==> config.mk <==
export PLATFORM = sky130hd
export DESIGN_NAME = csc_clock_ctrl
export DESIGN_NICKNAME = d
export VERILOG_FILES = /design/src/rtl/csc_pkg.sv /design/src/rtl/csc_clock_ctrl.sv
export SDC_FILE = /design/constraint.sdc
export NUM_CORES = 1
export LEC_CHECK = 0
export ABC_AREA = 0
export BUFFER_PORTS_ARGS = -buffer_cell sky130_fd_sc_hd__clkbuf_2
export CORE_ASPECT_RATIO = 1.75
export CORE_MARGIN = 2
export CORE_UTILIZATION = 40
export CTS_BUF_LIST = sky130_fd_sc_hd__clkbuf_8
export DETAILED_ROUTE_END_ITERATION = 7
export HOLD_SLACK_MARGIN = 0.02
export SLEW_MARGIN = 0
export SYNTH_ARGS = -nofsm -noshare
export SYNTH_HDL_FRONTEND = slang
export SYNTH_SLANG_ARGS = --single-unit
==> constraint.sdc <==
create_clock -name pclk -period 2.3 [get_ports pclk]
set_clock_uncertainty 0.15 [all_clocks]
set_input_delay 0.115 -clock pclk [delete_from_list [all_inputs] [get_ports pclk]]
set_output_delay 0.115 -clock pclk [all_outputs]
set_load 0.01 [all_outputs]
==> src/rtl/csc_pkg.sv <==
// constants shared by the clock source control register block
package csc_pkg;

    // ****************************************
    // register byte offsets
    // ****************************************
    localparam logic [11:0] OFS_TASK_HF_XTAL_START     = 12'h000;
    localparam logic [11:0] OFS_TASK_HF_XTAL_STOP      = 12'h004;
    localparam logic [11:0] OFS_TASK_LF_SOURCE_START   = 12'h008;
    localparam logic [11:0] OFS_TASK_LF_SOURCE_STOP    = 12'h00c;
    localparam logic [11:0] OFS_TASK_RC_CALIBRATE      = 12'h010;
    localparam logic [11:0] OFS_TASK_CAL_TIMER_START   = 12'h014;
    localparam logic [11:0] OFS_TASK_CAL_TIMER_STOP    = 12'h018;
    localparam logic [11:0] OFS_EVENT_HF_STARTED       = 12'h100;
    localparam logic [11:0] OFS_EVENT_LF_STARTED       = 12'h104;
    localparam logic [11:0] OFS_EVENT_CAL_COMPLETE     = 12'h10c;
    localparam logic [11:0] OFS_EVENT_CAL_TIMER_TO     = 12'h110;
    localparam logic [11:0] OFS_IRQ_ENABLE_SET         = 12'h304;
    localparam logic [11:0] OFS_IRQ_ENABLE_CLEAR       = 12'h308;
    localparam logic [11:0] OFS_HF_START_REQUESTED     = 12'h408;
    localparam logic [11:0] OFS_HF_SOURCE_STATUS       = 12'h40c;
    localparam logic [11:0] OFS_LF_START_REQUESTED     = 12'h414;
    localparam logic [11:0] OFS_LF_SOURCE_STATUS       = 12'h418;
    localparam logic [11:0] OFS_LF_SOURCE_LATCHED      = 12'h41c;
    localparam logic [11:0] OFS_LF_SOURCE_SELECT       = 12'h518;
    localparam logic [11:0] OFS_CAL_TIMER_INTERVAL     = 12'h538;
    localparam logic [11:0] OFS_CRYSTAL_FREQ_SELECT    = 12'h550;

    // ****************************************
    // field positions, widths and reset values
    // ****************************************
    localparam int          IRQ_BIT_HF      = 0;
    localparam int          IRQ_BIT_LF      = 1;
    localparam int          IRQ_BIT_CAL     = 3;
    localparam int          IRQ_BIT_CT      = 4;
    localparam int          STATE_BIT       = 16;
    localparam int          CAL_TIMER_INTERVAL_W          = 7;
    localparam logic [4:0]  IRQ_MASK_RESET  = 5'h00;
    localparam logic [1:0]  LF_SRC_RESET    = 2'h0;
    localparam logic [6:0]  CAL_TIMER_INTERVAL_RESET      = 7'h00;
    localparam logic [7:0]  XTAL_FREQ_RESET = 8'h00;

    // slow source encodings, shared by select, copy and status; crystal frequency codes
    localparam logic [1:0]  LF_SRC_RC       = 2'h0;
    localparam logic [1:0]  LF_SRC_XTAL     = 2'h1;
    localparam logic [1:0]  LF_SRC_SYNTH    = 2'h2;
    localparam logic [7:0]  XTAL_16MHZ      = 8'hff;
    localparam logic [7:0]  XTAL_32MHZ      = 8'h00;

    // ****************************************
    // timing: one interval unit and the clock rate
    // ****************************************
    localparam longint CT_UNIT_US     = 250000;
    localparam longint PCLK_MHZ       = 250;
    localparam longint CT_UNIT_CYCLES = CT_UNIT_US * PCLK_MHZ;

    typedef enum logic [0:0] {
        CSC_CT_IDLE  = 1'b0,
        CSC_CT_COUNT = 1'b1
    } csc_ct_state_e;

endpackage : csc_pkg

==> src/rtl/csc_clock_ctrl.sv <==
// clock source control register block with APB slave and calibration timer

// Operation
// - seven write-one task locations 0x000..0x018 each fire their task.
// - four event registers at 0x100, 0x104, 0x10c, 0x110 report events.
// - 0x408 bit 0 reads one after fast crystal start task.
// - 0x414 bit 0 reads one after slow source start task.
// - 0x40c gives fast source in bit 0, running in bit 16.
// - 0x418 gives slow source in bits 1:0, running in bit 16.
// - slow start task latches current source selection into 0x41c.
// - 0x518 bits 1:0 select slow source, reset zero.
// - 0x538 holds seven-bit interval in quarter-second units.
// - 0x550 bits 7:0 pick crystal: 0xff 16 MHz, 0x00 32 MHz.
// - source select changes only while slow start is not requested.
// - timer counts down from interval, times out at zero, stops.
module csc_clock_ctrl
    import csc_pkg::*;
#(
    parameter longint UNIT_CYCLES = CT_UNIT_CYCLES
) (
    input  wire logic        pclk,
    input  wire logic        presetn,
    input  wire logic        psel,
    input  wire logic        penable,
    input  wire logic        pwrite,
    input  wire logic [11:0] paddr,
    input  wire logic [31:0] pwdata,
    output logic      [31:0] prdata,
    output logic             pready,
    output logic             pslverr,
    output logic             irq,
    input  wire logic        fast_xtal_ready,
    input  wire logic        slow_clock_ready,
    input  wire logic        cal_complete,
    output logic             fast_xtal_enable,
    output logic             slow_source_enable,
    output logic      [1:0]  slow_source_sel,
    output logic             cal_request,
    output logic      [7:0]  crystal_frequency_select
);

    // ****************************************
    // input synchronisers
    // ****************************************
    logic [2:0] sync_a;
    logic [2:0] sync_b;
    logic [2:0] sync_d;

    // pins come from the analog side, two flops before any use
    always_ff @(posedge pclk or negedge presetn) begin
        if (!presetn) begin
            sync_a <= 3'h0;
            sync_b <= 3'h0;
            sync_d <= 3'h0;
        end else begin
            sync_a <= {cal_complete, slow_clock_ready, fast_xtal_ready};
            sync_b <= sync_a;
            sync_d <= sync_b;
        end
    end

    // ****************************************
    // bus decode
    // ****************************************
    logic wr_acc;
    logic rd_setup;
    logic wr_one;

    // writes land in the access phase; reads are fetched in setup
    assign wr_acc   = psel & penable & pwrite;
    assign rd_setup = psel & ~penable & ~pwrite;
    assign wr_one   = pwdata[0];
    assign pready   = 1'b1;

    logic t_hf_start;
    logic t_hf_stop;
    logic t_lf_start;
    logic t_lf_stop;
    logic t_cal;
    logic t_ct_start;
    logic t_ct_stop;

    // each task is a single-cycle strobe on a write of one
    assign t_hf_start = wr_acc & wr_one & (paddr == OFS_TASK_HF_XTAL_START);
    assign t_hf_stop  = wr_acc & wr_one & (paddr == OFS_TASK_HF_XTAL_STOP);
    assign t_lf_start = wr_acc & wr_one & (paddr == OFS_TASK_LF_SOURCE_START);
    assign t_lf_stop  = wr_acc & wr_one & (paddr == OFS_TASK_LF_SOURCE_STOP);
    assign t_cal      = wr_acc & wr_one & (paddr == OFS_TASK_RC_CALIBRATE);
    assign t_ct_start = wr_acc & wr_one & (paddr == OFS_TASK_CAL_TIMER_START);
    assign t_ct_stop  = wr_acc & wr_one & (paddr == OFS_TASK_CAL_TIMER_STOP);

    // ****************************************
    // control and configuration state
    // ****************************************
    logic       hf_run;
    logic       lf_run;
    logic [1:0] lf_select;
    logic [1:0] lf_copy;
    logic [6:0] ct_interval;
    logic [4:0] irq_mask;
    logic [3:0] events;
    logic       next_hf_run;
    logic       next_lf_run;
    logic [1:0] next_lf_select;
    logic [1:0] next_lf_copy;
    logic [6:0] next_ct_interval;
    logic [7:0] next_xtal;
    logic [4:0] next_irq_mask;
    logic [3:0] next_events;
    logic [3:0] ev_set;
    logic [3:0] ev_clr;
    logic       hf_running;
    logic       lf_running;
    logic       ct_timeout;

    // the oscillators are modelled only by their ready pins
    assign hf_running = hf_run & sync_b[0];
    assign lf_running = lf_run & sync_b[1];

    // event sources: rising readiness while requested, done pin, timer
    assign ev_set = {ct_timeout, sync_b[2] & ~sync_d[2],
                     lf_running & ~sync_d[1], hf_running & ~sync_d[0]};
    assign ev_clr = {wr_acc & ~wr_one & (paddr == OFS_EVENT_CAL_TIMER_TO),
                     wr_acc & ~wr_one & (paddr == OFS_EVENT_CAL_COMPLETE),
                     wr_acc & ~wr_one & (paddr == OFS_EVENT_LF_STARTED),
                     wr_acc & ~wr_one & (paddr == OFS_EVENT_HF_STARTED)};

    // next values of all software-visible state
    always_comb begin
        next_hf_run      = hf_run;
        next_lf_run      = lf_run;
        next_lf_select   = lf_select;
        next_lf_copy     = lf_copy;
        next_ct_interval = ct_interval;
        next_xtal        = crystal_frequency_select;
        next_irq_mask    = irq_mask;
        // a new event beats a clear in the same cycle
        next_events      = (events & ~ev_clr) | ev_set;
        if (t_hf_start) begin
            next_hf_run = 1'b1;
        end else if (t_hf_stop) begin
            next_hf_run = 1'b0;
        end
        if (t_lf_start) begin
            next_lf_run  = 1'b1;
            next_lf_copy = lf_select;
        end else if (t_lf_stop) begin
            next_lf_run = 1'b0;
        end
        // select is frozen while the slow clock is requested
        if (wr_acc && paddr == OFS_LF_SOURCE_SELECT && !lf_run) begin
            next_lf_select = pwdata[1:0];
        end
        if (wr_acc && paddr == OFS_CAL_TIMER_INTERVAL) begin
            next_ct_interval = pwdata[CAL_TIMER_INTERVAL_W-1:0];
        end
        if (wr_acc && paddr == OFS_CRYSTAL_FREQ_SELECT) begin
            next_xtal = pwdata[7:0];
        end
        if (wr_acc && paddr == OFS_IRQ_ENABLE_SET) begin
            next_irq_mask = irq_mask | {pwdata[4:3], 1'b0, pwdata[1:0]};
        end
        if (wr_acc && paddr == OFS_IRQ_ENABLE_CLEAR) begin
            next_irq_mask = irq_mask & ~({pwdata[4:3], 1'b0, pwdata[1:0]});
        end
    end

    // registers for the state above
    always_ff @(posedge pclk or negedge presetn) begin
        if (!presetn) begin
            hf_run                   <= 1'b0;
            lf_run                   <= 1'b0;
            lf_select                <= LF_SRC_RESET;
            lf_copy                  <= LF_SRC_RESET;
            ct_interval              <= CAL_TIMER_INTERVAL_RESET;
            crystal_frequency_select <= XTAL_FREQ_RESET;
            irq_mask                 <= IRQ_MASK_RESET;
            events                   <= 4'h0;
        end else begin
            hf_run                   <= next_hf_run;
            lf_run                   <= next_lf_run;
            lf_select                <= next_lf_select;
            lf_copy                  <= next_lf_copy;
            ct_interval              <= next_ct_interval;
            crystal_frequency_select <= next_xtal;
            irq_mask                 <= next_irq_mask;
            events                   <= next_events;
        end
    end

    // enables follow the run flags, source select the latched copy; calibration is a strobe
    assign fast_xtal_enable   = hf_run;
    assign slow_source_enable = lf_run;
    assign slow_source_sel    = lf_copy;
    assign cal_request        = t_cal;

    // one level output over the enabled events
    assign irq = |({events[3:2], 1'b0, events[1:0]} & irq_mask);

    // ****************************************
    // calibration timer
    // ****************************************
    localparam int UW = $clog2(UNIT_CYCLES + 1);
    csc_ct_state_e ct_state;
    csc_ct_state_e next_ct_state;
    logic [6:0]    ct_count;
    logic [6:0]    next_ct_count;
    logic [UW-1:0] unit_cnt;
    logic [UW-1:0] next_unit_cnt;
    logic          unit_tick;

    // one quarter-second unit elapses when the prescaler wraps
    assign unit_tick  = (unit_cnt == UW'(UNIT_CYCLES - 1));
    assign ct_timeout = (ct_state == CSC_CT_COUNT) && unit_tick && (ct_count <= 7'h01);

    // stop wins over start; a zero interval times out on the first unit
    always_comb begin
        next_ct_state = ct_state;
        next_ct_count = ct_count;
        next_unit_cnt = unit_tick ? '0 : unit_cnt + 1'b1;
        unique case (ct_state)
            CSC_CT_IDLE: begin
                next_unit_cnt = '0;
                if (t_ct_start && !t_ct_stop) begin
                    next_ct_state = CSC_CT_COUNT;
                    next_ct_count = ct_interval;
                end
            end
            CSC_CT_COUNT: begin
                if (t_ct_stop) begin
                    next_ct_state = CSC_CT_IDLE;
                end else if (t_ct_start) begin
                    next_ct_count = ct_interval;
                    next_unit_cnt = '0;
                end else if (ct_timeout) begin
                    next_ct_state = CSC_CT_IDLE;
                end else if (unit_tick) begin
                    next_ct_count = ct_count - 7'h01;
                end
            end
        endcase
    end

    // timer registers
    always_ff @(posedge pclk or negedge presetn) begin
        if (!presetn) begin
            ct_state <= CSC_CT_IDLE;
            ct_count <= 7'h00;
            unit_cnt <= '0;
        end else begin
            ct_state <= next_ct_state;
            ct_count <= next_ct_count;
            unit_cnt <= next_unit_cnt;
        end
    end

    // ****************************************
    // read mux
    // ****************************************
    logic [31:0] rd_val;
    logic        rd_hit;
    logic        next_err;

    // unmapped addresses read zero and flag an error
    always_comb begin
        rd_val = 32'h0000_0000;
        rd_hit = 1'b1;
        unique case (paddr)
            OFS_TASK_HF_XTAL_START, OFS_TASK_HF_XTAL_STOP,
            OFS_TASK_LF_SOURCE_START, OFS_TASK_LF_SOURCE_STOP,
            OFS_TASK_RC_CALIBRATE, OFS_TASK_CAL_TIMER_START,
            OFS_TASK_CAL_TIMER_STOP:    rd_val = 32'h0000_0000;
            OFS_EVENT_HF_STARTED:       rd_val = {31'h0, events[0]};
            OFS_EVENT_LF_STARTED:       rd_val = {31'h0, events[1]};
            OFS_EVENT_CAL_COMPLETE:     rd_val = {31'h0, events[2]};
            OFS_EVENT_CAL_TIMER_TO:     rd_val = {31'h0, events[3]};
            OFS_IRQ_ENABLE_SET,
            OFS_IRQ_ENABLE_CLEAR:       rd_val = {27'h0, irq_mask};
            OFS_HF_START_REQUESTED:     rd_val = {31'h0, hf_run};
            OFS_HF_SOURCE_STATUS: begin
                rd_val[0]         = hf_running;
                rd_val[STATE_BIT] = hf_running;
            end
            OFS_LF_START_REQUESTED:     rd_val = {31'h0, lf_run};
            OFS_LF_SOURCE_STATUS: begin
                rd_val[1:0]       = lf_running ? lf_copy : LF_SRC_RC;
                rd_val[STATE_BIT] = lf_running;
            end
            OFS_LF_SOURCE_LATCHED:      rd_val = {30'h0, lf_copy};
            OFS_LF_SOURCE_SELECT:       rd_val = {30'h0, lf_select};
            OFS_CAL_TIMER_INTERVAL:     rd_val = {25'h0, ct_interval};
            OFS_CRYSTAL_FREQ_SELECT:    rd_val = {24'h0, crystal_frequency_select};
            default:                    rd_hit = 1'b0;
        endcase
        next_err = ~rd_hit;
    end

    // read data and error are captured in setup, held through access
    always_ff @(posedge pclk or negedge presetn) begin
        if (!presetn) begin
            prdata  <= 32'h0000_0000;
            pslverr <= 1'b0;
        end else if (psel && !penable) begin
            prdata  <= rd_setup ? rd_val : 32'h0000_0000;
            pslverr <= next_err;
        end
    end

    // ****************************************
    // assertions
    // ****************************************
    property p_hf_run;
        @(posedge pclk) disable iff (!presetn)
        t_hf_start |=> hf_run ##0 fast_xtal_enable;
    endproperty
    a_hf_run: assert property (p_hf_run) else $error("fast start not recorded");

    property p_lf_run;
        @(posedge pclk) disable iff (!presetn)
        t_lf_start |=> lf_run && slow_source_enable;
    endproperty
    a_lf_run: assert property (p_lf_run) else $error("slow start not recorded");

    property p_copy;
        @(posedge pclk) disable iff (!presetn)
        t_lf_start |=> lf_copy == $past(lf_select);
    endproperty
    a_copy: assert property (p_copy) else $error("source copy not latched");

    property p_sel_lock;
        @(posedge pclk) disable iff (!presetn)
        lf_run && wr_acc && paddr == OFS_LF_SOURCE_SELECT |=> $stable(lf_select);
    endproperty
    a_sel_lock: assert property (p_sel_lock) else $error("select changed while running");

    property p_ct_stop;
        @(posedge pclk) disable iff (!presetn)
        // a timeout in the stop cycle still raises its event, so it is left out here
        t_ct_stop && !ct_timeout |=> ct_state == CSC_CT_IDLE && $stable(events[3]);
    endproperty
    a_ct_stop: assert property (p_ct_stop) else $error("timer not stopped");

    property p_ct_to;
        @(posedge pclk) disable iff (!presetn)
        ct_state == CSC_CT_COUNT && unit_tick && ct_count == 7'h01 && !t_ct_stop
            && !t_ct_start |=> events[3] && ct_state == CSC_CT_IDLE;
    endproperty
    a_ct_to: assert property (p_ct_to) else $error("timeout missed");

    property p_sticky;
        @(posedge pclk) disable iff (!presetn)
        events[0] && !ev_clr[0] |=> events[0];
    endproperty
    a_sticky: assert property (p_sticky) else $error("event lost");

    property p_irq;
        @(posedge pclk) disable iff (!presetn)
        $rose(events[3]) && irq_mask[IRQ_BIT_CT] |-> irq;
    endproperty
    a_irq: assert property (p_irq) else $error("irq not raised");

    property p_mask_set;
        @(posedge pclk) disable iff (!presetn)
        wr_acc && paddr == OFS_IRQ_ENABLE_SET && pwdata[IRQ_BIT_CAL] |=> irq_mask[IRQ_BIT_CAL];
    endproperty
    a_mask_set: assert property (p_mask_set) else $error("enable set failed");

    property p_ev_read;
        @(posedge pclk) disable iff (!presetn)
        rd_setup && paddr == OFS_EVENT_HF_STARTED |=> prdata[0] == $past(events[0]);
    endproperty
    a_ev_read: assert property (p_ev_read) else $error("event readback wrong");

    property p_xtal;
        @(posedge pclk) disable iff (!presetn)
        wr_acc && paddr == OFS_CRYSTAL_FREQ_SELECT
            |=> crystal_frequency_select == $past(pwdata[7:0]);
    endproperty
    a_xtal: assert property (p_xtal) else $error("crystal select not stored");

    c_timeout: cover property (@(posedge pclk) disable iff (!presetn) ct_timeout);
    c_irq:     cover property (@(posedge pclk) disable iff (!presetn) $rose(irq));
    c_lf_up:   cover property (@(posedge pclk) disable iff (!presetn) ev_set[1]);
    c_err:     cover property (@(posedge pclk) disable iff (!presetn) psel && penable && pslverr);

endmodule : csc_clock_ctrl

* Word level (Yosys, flattened, before mapping)
Cells that the tools add are included.
** Word-level totals
- Logic and storage cells :: 130
- Register bits :: 106
- Bits of input ports :: 52
** Cells by class
- Add/sub/neg operators :: 2
- Equal/unequal tests :: 25
- Bitwise operators :: 37
- Magnitude comparators :: 1
- Mux-type cells :: 28
- Reductions and logical operators :: 21
** Operators with widths (number)
- 12-bit by 11-bit equality test with 1-bit output, second input constant :: 8
- 26-bit two-way mux :: 3
- 26-bit one-hot mux with 2 select lines :: 1
- 12-bit by 9-bit equality test with 1-bit output, second input constant :: 4
- 12-bit by 5-bit equality test with 1-bit output, second input constant :: 3
- 7-bit two-way mux :: 5
- 26-bit by 1-bit adder with 26-bit output, second input constant :: 1
- 26-bit equality test, second input constant :: 1
- 12-bit by 10-bit equality test with 1-bit output, second input constant :: 2
- 12-bit by 4-bit equality test with 1-bit output, second input constant :: 2
- 1-bit bitwise AND :: 22
- 21-bit OR reduction :: 1
- 6-bit one-hot mux with 3 select lines :: 1
- 17-bit two-way mux :: 1
- 7-bit one-hot mux with 2 select lines :: 1
- 1-bit one-hot mux with 13 select lines :: 1
- 12-bit by 3-bit equality test with 1-bit output, second input constant :: 1
- 12-bit logical NOT :: 1
- 5-bit bitwise AND :: 2
- 1-bit logical AND :: 10
- 5-bit two-way mux :: 2
- 1-bit two-way mux :: 9
- 1-bit NOT :: 8
- 7-bit by 1-bit less-or-equal comparator with 1-bit output, second input constant :: 1
- 17 further kinds :: 23

* Longest topological paths before layout
Gate-level depths: netlist of the first run.
- Word-level depth :: 8
- Gate-level depth with buffers :: 9

* Least setup slack after synthesis of the first run
OpenSTA, ideal clock, no wires.
- Path type :: input-to-reg
- Start :: in paddr[2]
- End :: reg ct_interval[1]
- Slack :: 0.243 ns
- Stages on the path :: 8
- Buffers on the path :: 3
- Arrival :: 1.782 ns
- Cell sequence :: buf_6 or4b_1 nor2_1 and3_1 buf_4 and2_1 buf_4 mux2_2
** On the way
- Longest elaborated chain between the ends :: 2
** Ends and longest elaborated chain
- from (decl) :: line csc_clock_ctrl.sv:26 : input wire logic [11:0] paddr,
- 12-bit by 11-bit equality test with 1-bit output :: line csc_clock_ctrl.sv:154 : if (wr_acc && paddr == OFS_CAL_TIMER_INTERVAL) begin
- 1-bit logical AND :: line csc_clock_ctrl.sv:154
- to (signal assigned) :: line csc_clock_ctrl.sv:184 : ct_interval <= next_ct_interval;
- to (decl) :: line csc_clock_ctrl.sv:99 : logic [6:0] ct_interval;
Every way passes these cells.
A chain may end at the register's enable or synchronous reset.

* Worst setup path after layout of the first run
- Start :: reg unit_cnt[19]
- End :: reg ct_count[1]
** On the way
- Longest elaborated chain between the ends :: 5
- Elaborated cells on any way between the ends :: 6
** Ends and longest elaborated chain
- from (decl) :: line csc_clock_ctrl.sv:208 : logic [UW-1:0] unit_cnt;
- from (signal assigned) :: line csc_clock_ctrl.sv:253 : unit_cnt <= next_unit_cnt;
- 26-bit equality test (*) :: line csc_clock_ctrl.sv:213 : assign unit_tick = (unit_cnt == UW'(UNIT_CYCLES - 1));
- 1-bit logical AND (2 in a row) :: line csc_clock_ctrl.sv:214 : assign ct_timeout = (ct_state == CSC_CT_COUNT) && unit_tick && (ct_count <= 7'h01);
- 3-bit inequality test (no line)
- 4-bit AND reduction (no line) (*)
- to (signal assigned) :: line csc_clock_ctrl.sv:252 : ct_count <= next_ct_count;
- to (decl) :: line csc_clock_ctrl.sv:206 : logic [6:0] ct_count;
Every way passes the cells marked *; elsewhere a longest branch is shown, timed or not.

==> impl_metrics.env, run 1 <==
export IMPL_status="finished clean"
export IMPL_wl_per_cell_um=16.08
export IMPL_vias_per_cell=5.229
export IMPL_grt_first_pass_wirelength_mm=17.02
export IMPL_postSynthAreaPerCell_um2=9.984
export IMPL_core_area_um2=10640
export IMPL_synth_seq_cells=82
export IMPL_min_delay_start="paddr[2]"
export IMPL_hpwl_mm=7.949
export IMPL_met1_length_mm=4.049
export IMPL_synth_edff_count=0
export IMPL_nets=575
export IMPL_drv_cap=0
export IMPL_first_pass_iters=4
export IMPL_leakagePower_nw=2.304
export IMPL_antenna_found_initial=0
export IMPL_powerDensity_nw_per_um2=532.7
export IMPL_grt_max_degree=48
export IMPL_initial_utilization=0.4084
export IMPL_power_w=0.002760
export IMPL_die_w_um=82.77
export IMPL_cts_sinks=82
export IMPL_topRoutingLayerUsed="met4"
export IMPL_synthCells=435
export IMPL_place_area_um2=4771
export IMPL_synth_top_flop_cell="dfrtp_1"
export IMPL_r2r_cells=6
export IMPL_io_buffers=51
export IMPL_synth_area_um2=4343
export IMPL_num_io_pins=100
export IMPL_startpoint_type="flip-flop"
export IMPL_first_global_vias=3527
export IMPL_syn2layout_area_growth_pct=19.30
export IMPL_ys_types=65
export IMPL_finalMaxSlewViolations=0
export IMPL_synth_top_area_cell="dfrtp_1"
export IMPL_drive_above_1_share=0.2476
export IMPL_regArea_um2=2052
export IMPL_globalplace_congestion=0.8712
export IMPL_drt_total_wl_mm=10.53
export IMPL_drc=0
export IMPL_hold_viol_final=0
export IMPL_nFillCells=1025
export IMPL_relSlewSlack=0.6380
export IMPL_whs_ps=50.09
export IMPL_ys_async_sr_fraction=1.000
export IMPL_synth_seq_area_share=0.4725
export IMPL_multi_input_area_um2=2077
export IMPL_n_antenna_cell=0
export IMPL_cts_tree="done"
export IMPL_antenna_left=0
export IMPL_ir_worst_vdd_v=0.0003526
export IMPL_yosys_warnings=0
export IMPL_met3_length_um=375
export IMPL_die_y_um=141.8
export IMPL_max_freq_mhz=452.8
export IMPL_final_area_um2=5181
export IMPL_row_count=50
export IMPL_clk_insertion_delay_late_ps=370
export IMPL_cts_root_buf="clkbuf_8"
export IMPL_hold_depth=4
export IMPL_setup_viol=0
export IMPL_synth_top_area_share=0.4725
export IMPL_vias=3425
export IMPL_r2r_slack_ps=90
export IMPL_r2r_end="ct_count[1]$_DFFE_PN0P_"
export IMPL_synthTopCellsByArea="dfrtp_1, mux2_2, buf_4"
export IMPL_grt_usage=0.1917
export IMPL_reg2reg_from="unit_cnt[19]$_DFF_PN0_"
export IMPL_required_ps=2400
export IMPL_crit_type="flip-flop to flip-flop"
export IMPL_hold_path_class="input port to flip-flop"
export IMPL_fin_util=0.4872
export IMPL_fp_dieArea_um2=11740
export IMPL_endpoint_kind="flip-flop"
export IMPL_whs_endpoint="events[0]$_DFF_PN0_"
export IMPL_crit_arrival_ps=2310
export IMPL_clkTransAtPathRegs_ps=90
export IMPL_crit_fanout=6
export IMPL_fin_crit_sh=0.9602
export IMPL_grt_ovfl_total=0
export IMPL_worst_pin_slew_ps=541.8
export IMPL_cts_made_buffers=9
export IMPL_drtIter0Drc=97
export IMPL_htreeDepth=3
export IMPL_clock_path_buffers=2
export IMPL_wl_met2_mm=5.657
export IMPL_fin_crit_ps=2208
layout make-up:
class	instances	area share
Timing Repair Buffer	93	0.1227
Sequential cell	82	0.3960
Clock buffer	10	0.02656
Inverter	11	0.007969
Clock inverter	6	0.01449
Tap cell	130	0.03139
Multi-Input combinational cell	323	0.4009
state kept, by name, indices dropped and copies added, names as in the netlist, named ones only:
signal,cells
crystal_frequency_select,8
ct_count,7
ct_interval,7
ct_state,1
events,4
fast_xtal_enable,1
lf_select,2
prdata,9
pslverr,1
slow_source_enable,1
slow_source_sel,2
sync_a,3
sync_b,3
sync_d,3
unit_cnt,26
cells by family after synthesis:
| logic type | after synthesis | synth area share |
|---|---|---|
| fa+ha+maj | 3 | 0.008644 |
| mux | 25 | 0.06453 |
| compound gates | 66 | 0.09681 |
| simple gates | 178 | 0.2273 |
| buf+inv | 52 | 0.07404 |
| other cells | 2 | 0.001729 |
| flops | 82 | 0.4725 |
| xor+xnor | 27 | 0.05445 |
cells in the final DEF (no fill, tap or decap), types with 4 or more instances in the layout:
master	Yosys	routed
a21oi_1	16	16
a22oi_1	6	6
and3_1	5	5
buf_4	28	26
clkbuf_2	1	50
clkbuf_8	0	10
conb_1	2	24
dfrtp_1	82	82
dlygate4sd3_1	0	15
inv_1	11	11
mux2_2	20	20
mux2i_1	4	4
nand2_1	38	37
nand3_1	18	18
nand3b_1	4	4
nand4_1	6	6
nor2_1	48	48
nor3_1	8	8
nor3b_1	5	5
nor4_1	9	8
o21ai_0	21	21
or3_1	4	4
xnor2_1	15	15
xor2_1	12	12
critical path, stage by stage (launching register included):
cell and delay, ps:
dfrtp_1 450, nor4bb_2 330, nand4_1 250, a211oi_4 420
nand2_1 220, mux2i_1 210, o21ai_1 80
Yosys cell counts, types with 5 or more instances:
cell type / count
a21oi_1: 16
a22oi_1: 6
and3_1: 5
buf_4: 28
clkbuf_1: 5
dfrtp_1: 82
inv_1: 11
mux2_2: 20
nand2_1: 38
nand3_1: 18
nand4_1: 6
nor2_1: 48
nor3_1: 8
nor3b_1: 5
nor4_1: 9
o21ai_0: 21
xnor2_1: 15
xor2_1: 12
report_power, final:
group | switching, W | internal (W) | total [W] | leakage, nW
clock | 0.000572 | 0.000544 | 0.00112 | 0.105
combinational | 0.000121 | 0.0000667 | 0.000188 | 1.11
sequential | 0.00000510 | 0.00145 | 0.00146 | 1.09
routing by layer:
metal / track usage / vias up
met5: 0 / -
met4: 0.09664 / 0
met3: 0.03690 / 29
met2: 0.3468 / 93
met1: 0.2034 / 1645
li1: - / 1658
worst max-delay path by stage:
stage	startpoint	to	slack, ps
after floorplan	paddr[2]	ct_interval[1]$_DFFE_PN0P_	240
after global placement	paddr[7]	prdata[3]$_DFFE_PN0P_	70
after detailed placement	paddr[10]	ct_interval[2]$_DFFE_PN0P_	40
after CTS	unit_cnt[0]$_DFF_PN0_	ct_count[1]$_DFFE_PN0P_	10
after global routing	unit_cnt[19]$_DFF_PN0_	ct_count[2]$_DFFE_PN0P_	-4
final	unit_cnt[19]$_DFF_PN0_	ct_count[1]$_DFFE_PN0P_	90
through the flow:
| stage | instances | setup WS, ps | TNS [ps] |
|---|---|---|---|
| finish | 655 | 91.50 | 0 |
| detailed placement | 621 | 35.08 | 0 |
| global route | 655 | -3.954 | -7.593 |
| global placement | 621 | 66.54 | 0 |
| floorplan | 457 | 243.2 | 0 |
| CTS | 652 | 12.85 | 0 |
repair_timing:
action / CTS / global route
hold buffers: 15 / 0
endpoints found under the setup margin: 0 / 9
gates resized for setup: 0 / 5
setup buffers: 0 / 3
endpoints found under the hold margin: 109 / 0
Note: power is estimated with default switching activity, not from simulation.
==> run 2: changes to the inputs <==
--- a/config.mk
+++ b/config.mk
@@ -7,3 +7,2 @@
 export LEC_CHECK = 0
-export ABC_AREA = 0
 export BUFFER_PORTS_ARGS = -buffer_cell sky130_fd_sc_hd__clkbuf_2
@@ -12,3 +11,2 @@
 export CORE_UTILIZATION = 40
-export CTS_BUF_LIST = sky130_fd_sc_hd__clkbuf_8
 export DETAILED_ROUTE_END_ITERATION = 7
--- a/constraint.sdc
+++ b/constraint.sdc
@@ -4,2 +4,2 @@
 set_output_delay 0.115 -clock pclk [all_outputs]
-set_load 0.01 [all_outputs]
+set_load 0.1 [all_outputs]
==> impl_metrics.env, run 2 (synthesis results as in run 1) <==
export IMPL_status="finished clean"
export IMPL_busiest_layer="met2"
export IMPL_initial_utilization=0.4084
export IMPL_finalMaxSlewViolations=0
export IMPL_grt_first_pass_wirelength_mm=17.28
export IMPL_rsz0062_at_grt="yes"
export IMPL_final_area_um2=5265
export IMPL_layout_cells_most_common="dfrtp_1"
export IMPL_n_antenna_cell=0
export IMPL_antenna_left=0
export IMPL_setup_viol=0
export IMPL_grt_use_met2=0.3561
export IMPL_powerDensity_nw_per_um2=607.9
export IMPL_relSlewSlack=0.5676
export IMPL_htreeDepth=3
export IMPL_largest_register_ffs=26
export IMPL_nets=572
export IMPL_hold_viol_final=0
export IMPL_wl_per_cell_um=16.39
export IMPL_cts_root_buf="clkbuf_16"
export IMPL_cts_made_buffers=9
export IMPL_startpoint_type="flip-flop"
export IMPL_fp_dieArea_um2=11740
export IMPL_drv_cap=0
export IMPL_cp_slowest_cell="dfrtp_1"
export IMPL_core_area_um2=10640
export IMPL_max_freq_mhz=465.1
export IMPL_grt_max_degree=43
export IMPL_endpoint_kind="flip-flop"
export IMPL_vias=3466
export IMPL_top_regs="unit_cnt x26, prdata x9, crystal_frequency_select x8"
export IMPL_place_area_um2=4796
export IMPL_worst_path_buf_inv=0
export IMPL_fin_util=0.4951
export IMPL_worst_pin_slew_ps=647.9
export IMPL_cts_tree="done"
export IMPL_crit_type="flip-flop to flip-flop"
export IMPL_grt_ovfl_total=0
export IMPL_clkTransAtPathRegs_ps=70
export IMPL_required_ps=2400
export IMPL_ir_worst_vdd_v=0.0004110
export IMPL_first_pass_iters=4
export IMPL_io_buffers=51
export IMPL_drc=0
export IMPL_drive_above_1_share=0.2510
export IMPL_grt_usage=0.1949
export IMPL_p_sw_w=0.0009112
export IMPL_slowest_delay_ps=390
export IMPL_swShare=0.2847
export IMPL_antenna_found_initial=0
export IMPL_crit_chain="ha_1 > and4_1 > nand4_1 > a211oi_4 > nand4_1 > xor2_1 > o21ai_0"
export IMPL_whs_ps=49.39
export IMPL_final_cell_mix="dfrtp_1, clkbuf_2, nor2_1"
export IMPL_vias_per_cell=5.316
export IMPL_crit_fanout=6
export IMPL_met3_usage=0.03562
export IMPL_die_y_um=141.8
export IMPL_p_clk_frac=0.434
export IMPL_clock_path_buffers=2
export IMPL_die_w_um=82.77
export IMPL_top_register="unit_cnt"
export IMPL_crit_family="simple AND/OR/NAND/NOR gates"
export IMPL_fin_crit_ps=2150
export IMPL_drt_total_wl_mm=10.69
export IMPL_nFillCells=1004
export IMPL_power_w=0.003201
export IMPL_globalplace_congestion=0.8856
export IMPL_hpwl_mm=8.130
export IMPL_cp_common_cell="nand4_1"
export IMPL_leakagePower_nw=2.330
export IMPL_cts_sinks=82
export IMPL_pwr_share_seq=0.455
export IMPL_first_global_vias=3515
export IMPL_num_io_pins=100
export IMPL_p_int_w=0.002290
export IMPL_row_count=50
export IMPL_drtIter0Drc=149
export IMPL_combPwrFrac=0.111
export IMPL_fin_crit_sh=0.9348
export IMPL_clk_insertion_delay_late_ps=340
export IMPL_crit_arrival_ps=2250
export IMPL_syn2layout_area_growth_pct=21.23
export IMPL_met1_usage=0.2038
export IMPL_finalSetupTns_ps=0
export IMPL_hold_path_class="input port to flip-flop"
==> run 2: per-stage QoR <==
step | worst slack [ps] | cells
3_5_place_dp | -6.874 | 622
4_1_cts | 43.28 | 651
3_3_place_gp | 84.63 | 622
6_report | 150.0 | 652
2_1_floorplan | 74.76 | 457
5_1_grt | 8.979 | 652
==> run 2: timing repair <==
item	in CTS	in global routing
resized for setup	1	6
pin swaps	0	2
setup endpoints to repair	1	6
cloned	0	0
buffers inserted	0	1
endpoints found under the hold margin	66	0
hold buffers	13	0
==> run 2: power groups by stage <==
stage	clock, W	sequential [W]	combinational, W
floorplan	0	0.00150	0.000260
global placement	0	0.00148	0.000336
detailed placement	0	0.00148	0.000338
CTS	0.00142	0.00146	0.000357
global route	0.00149	0.00146	0.000378
finish	0.00139	0.00146	0.000355
==> run 2: final cells by class <==
cell class / instances / area [um2] / share of cell area
Tap cell: 130 / 162.7 / 0.03089
Timing Repair Buffer: 90 / 623.1 / 0.1183
Clock buffer: 10 / 239.0 / 0.04539
Multi-Input combinational cell: 323 / 2097 / 0.3983
Inverter: 11 / 41.29 / 0.007842
Clock inverter: 6 / 50.05 / 0.009506
Sequential cell: 82 / 2052 / 0.3897
==> run 2: metal layers <==
metal	share of wire	routed length (um)
met5	0	0
met4	0.045	477
met3	0.034	365
met2	0.55	5857
met1	0.37	3987
==> run 2: worst paths after layout <==
| path | from | to | slack, ps | depth (start not counted) |
|---|---|---|---|---|
| max in group asynchronous | presetn | sync_a[1]$_DFF_PN0_ | 1210 | 3 |
| min in group asynchronous | presetn | ct_interval[6]$_DFFE_PN0P_ | 160 | 2 |
| min reg2reg | sync_a[0]$_DFF_PN0_ | sync_b[0]$_DFF_PN0_ | 200 | 0 |
| max reg2reg | unit_cnt[0]$_DFF_PN0_ | ct_count[4]$_DFFE_PN0P_ | 150 | 7 |
| max | unit_cnt[0]$_DFF_PN0_ | ct_count[4]$_DFFE_PN0P_ | 150 | 7 |
| min | paddr[0] | events[2]$_DFF_PN0_ | 50 | 5 |
==> run 2: tightest hold or removal path: stages <==
cell	delay, ps
clkbuf_2	100
nor2_1	70
nand3_1	80
o21ai_0	70
o21ai_0	70
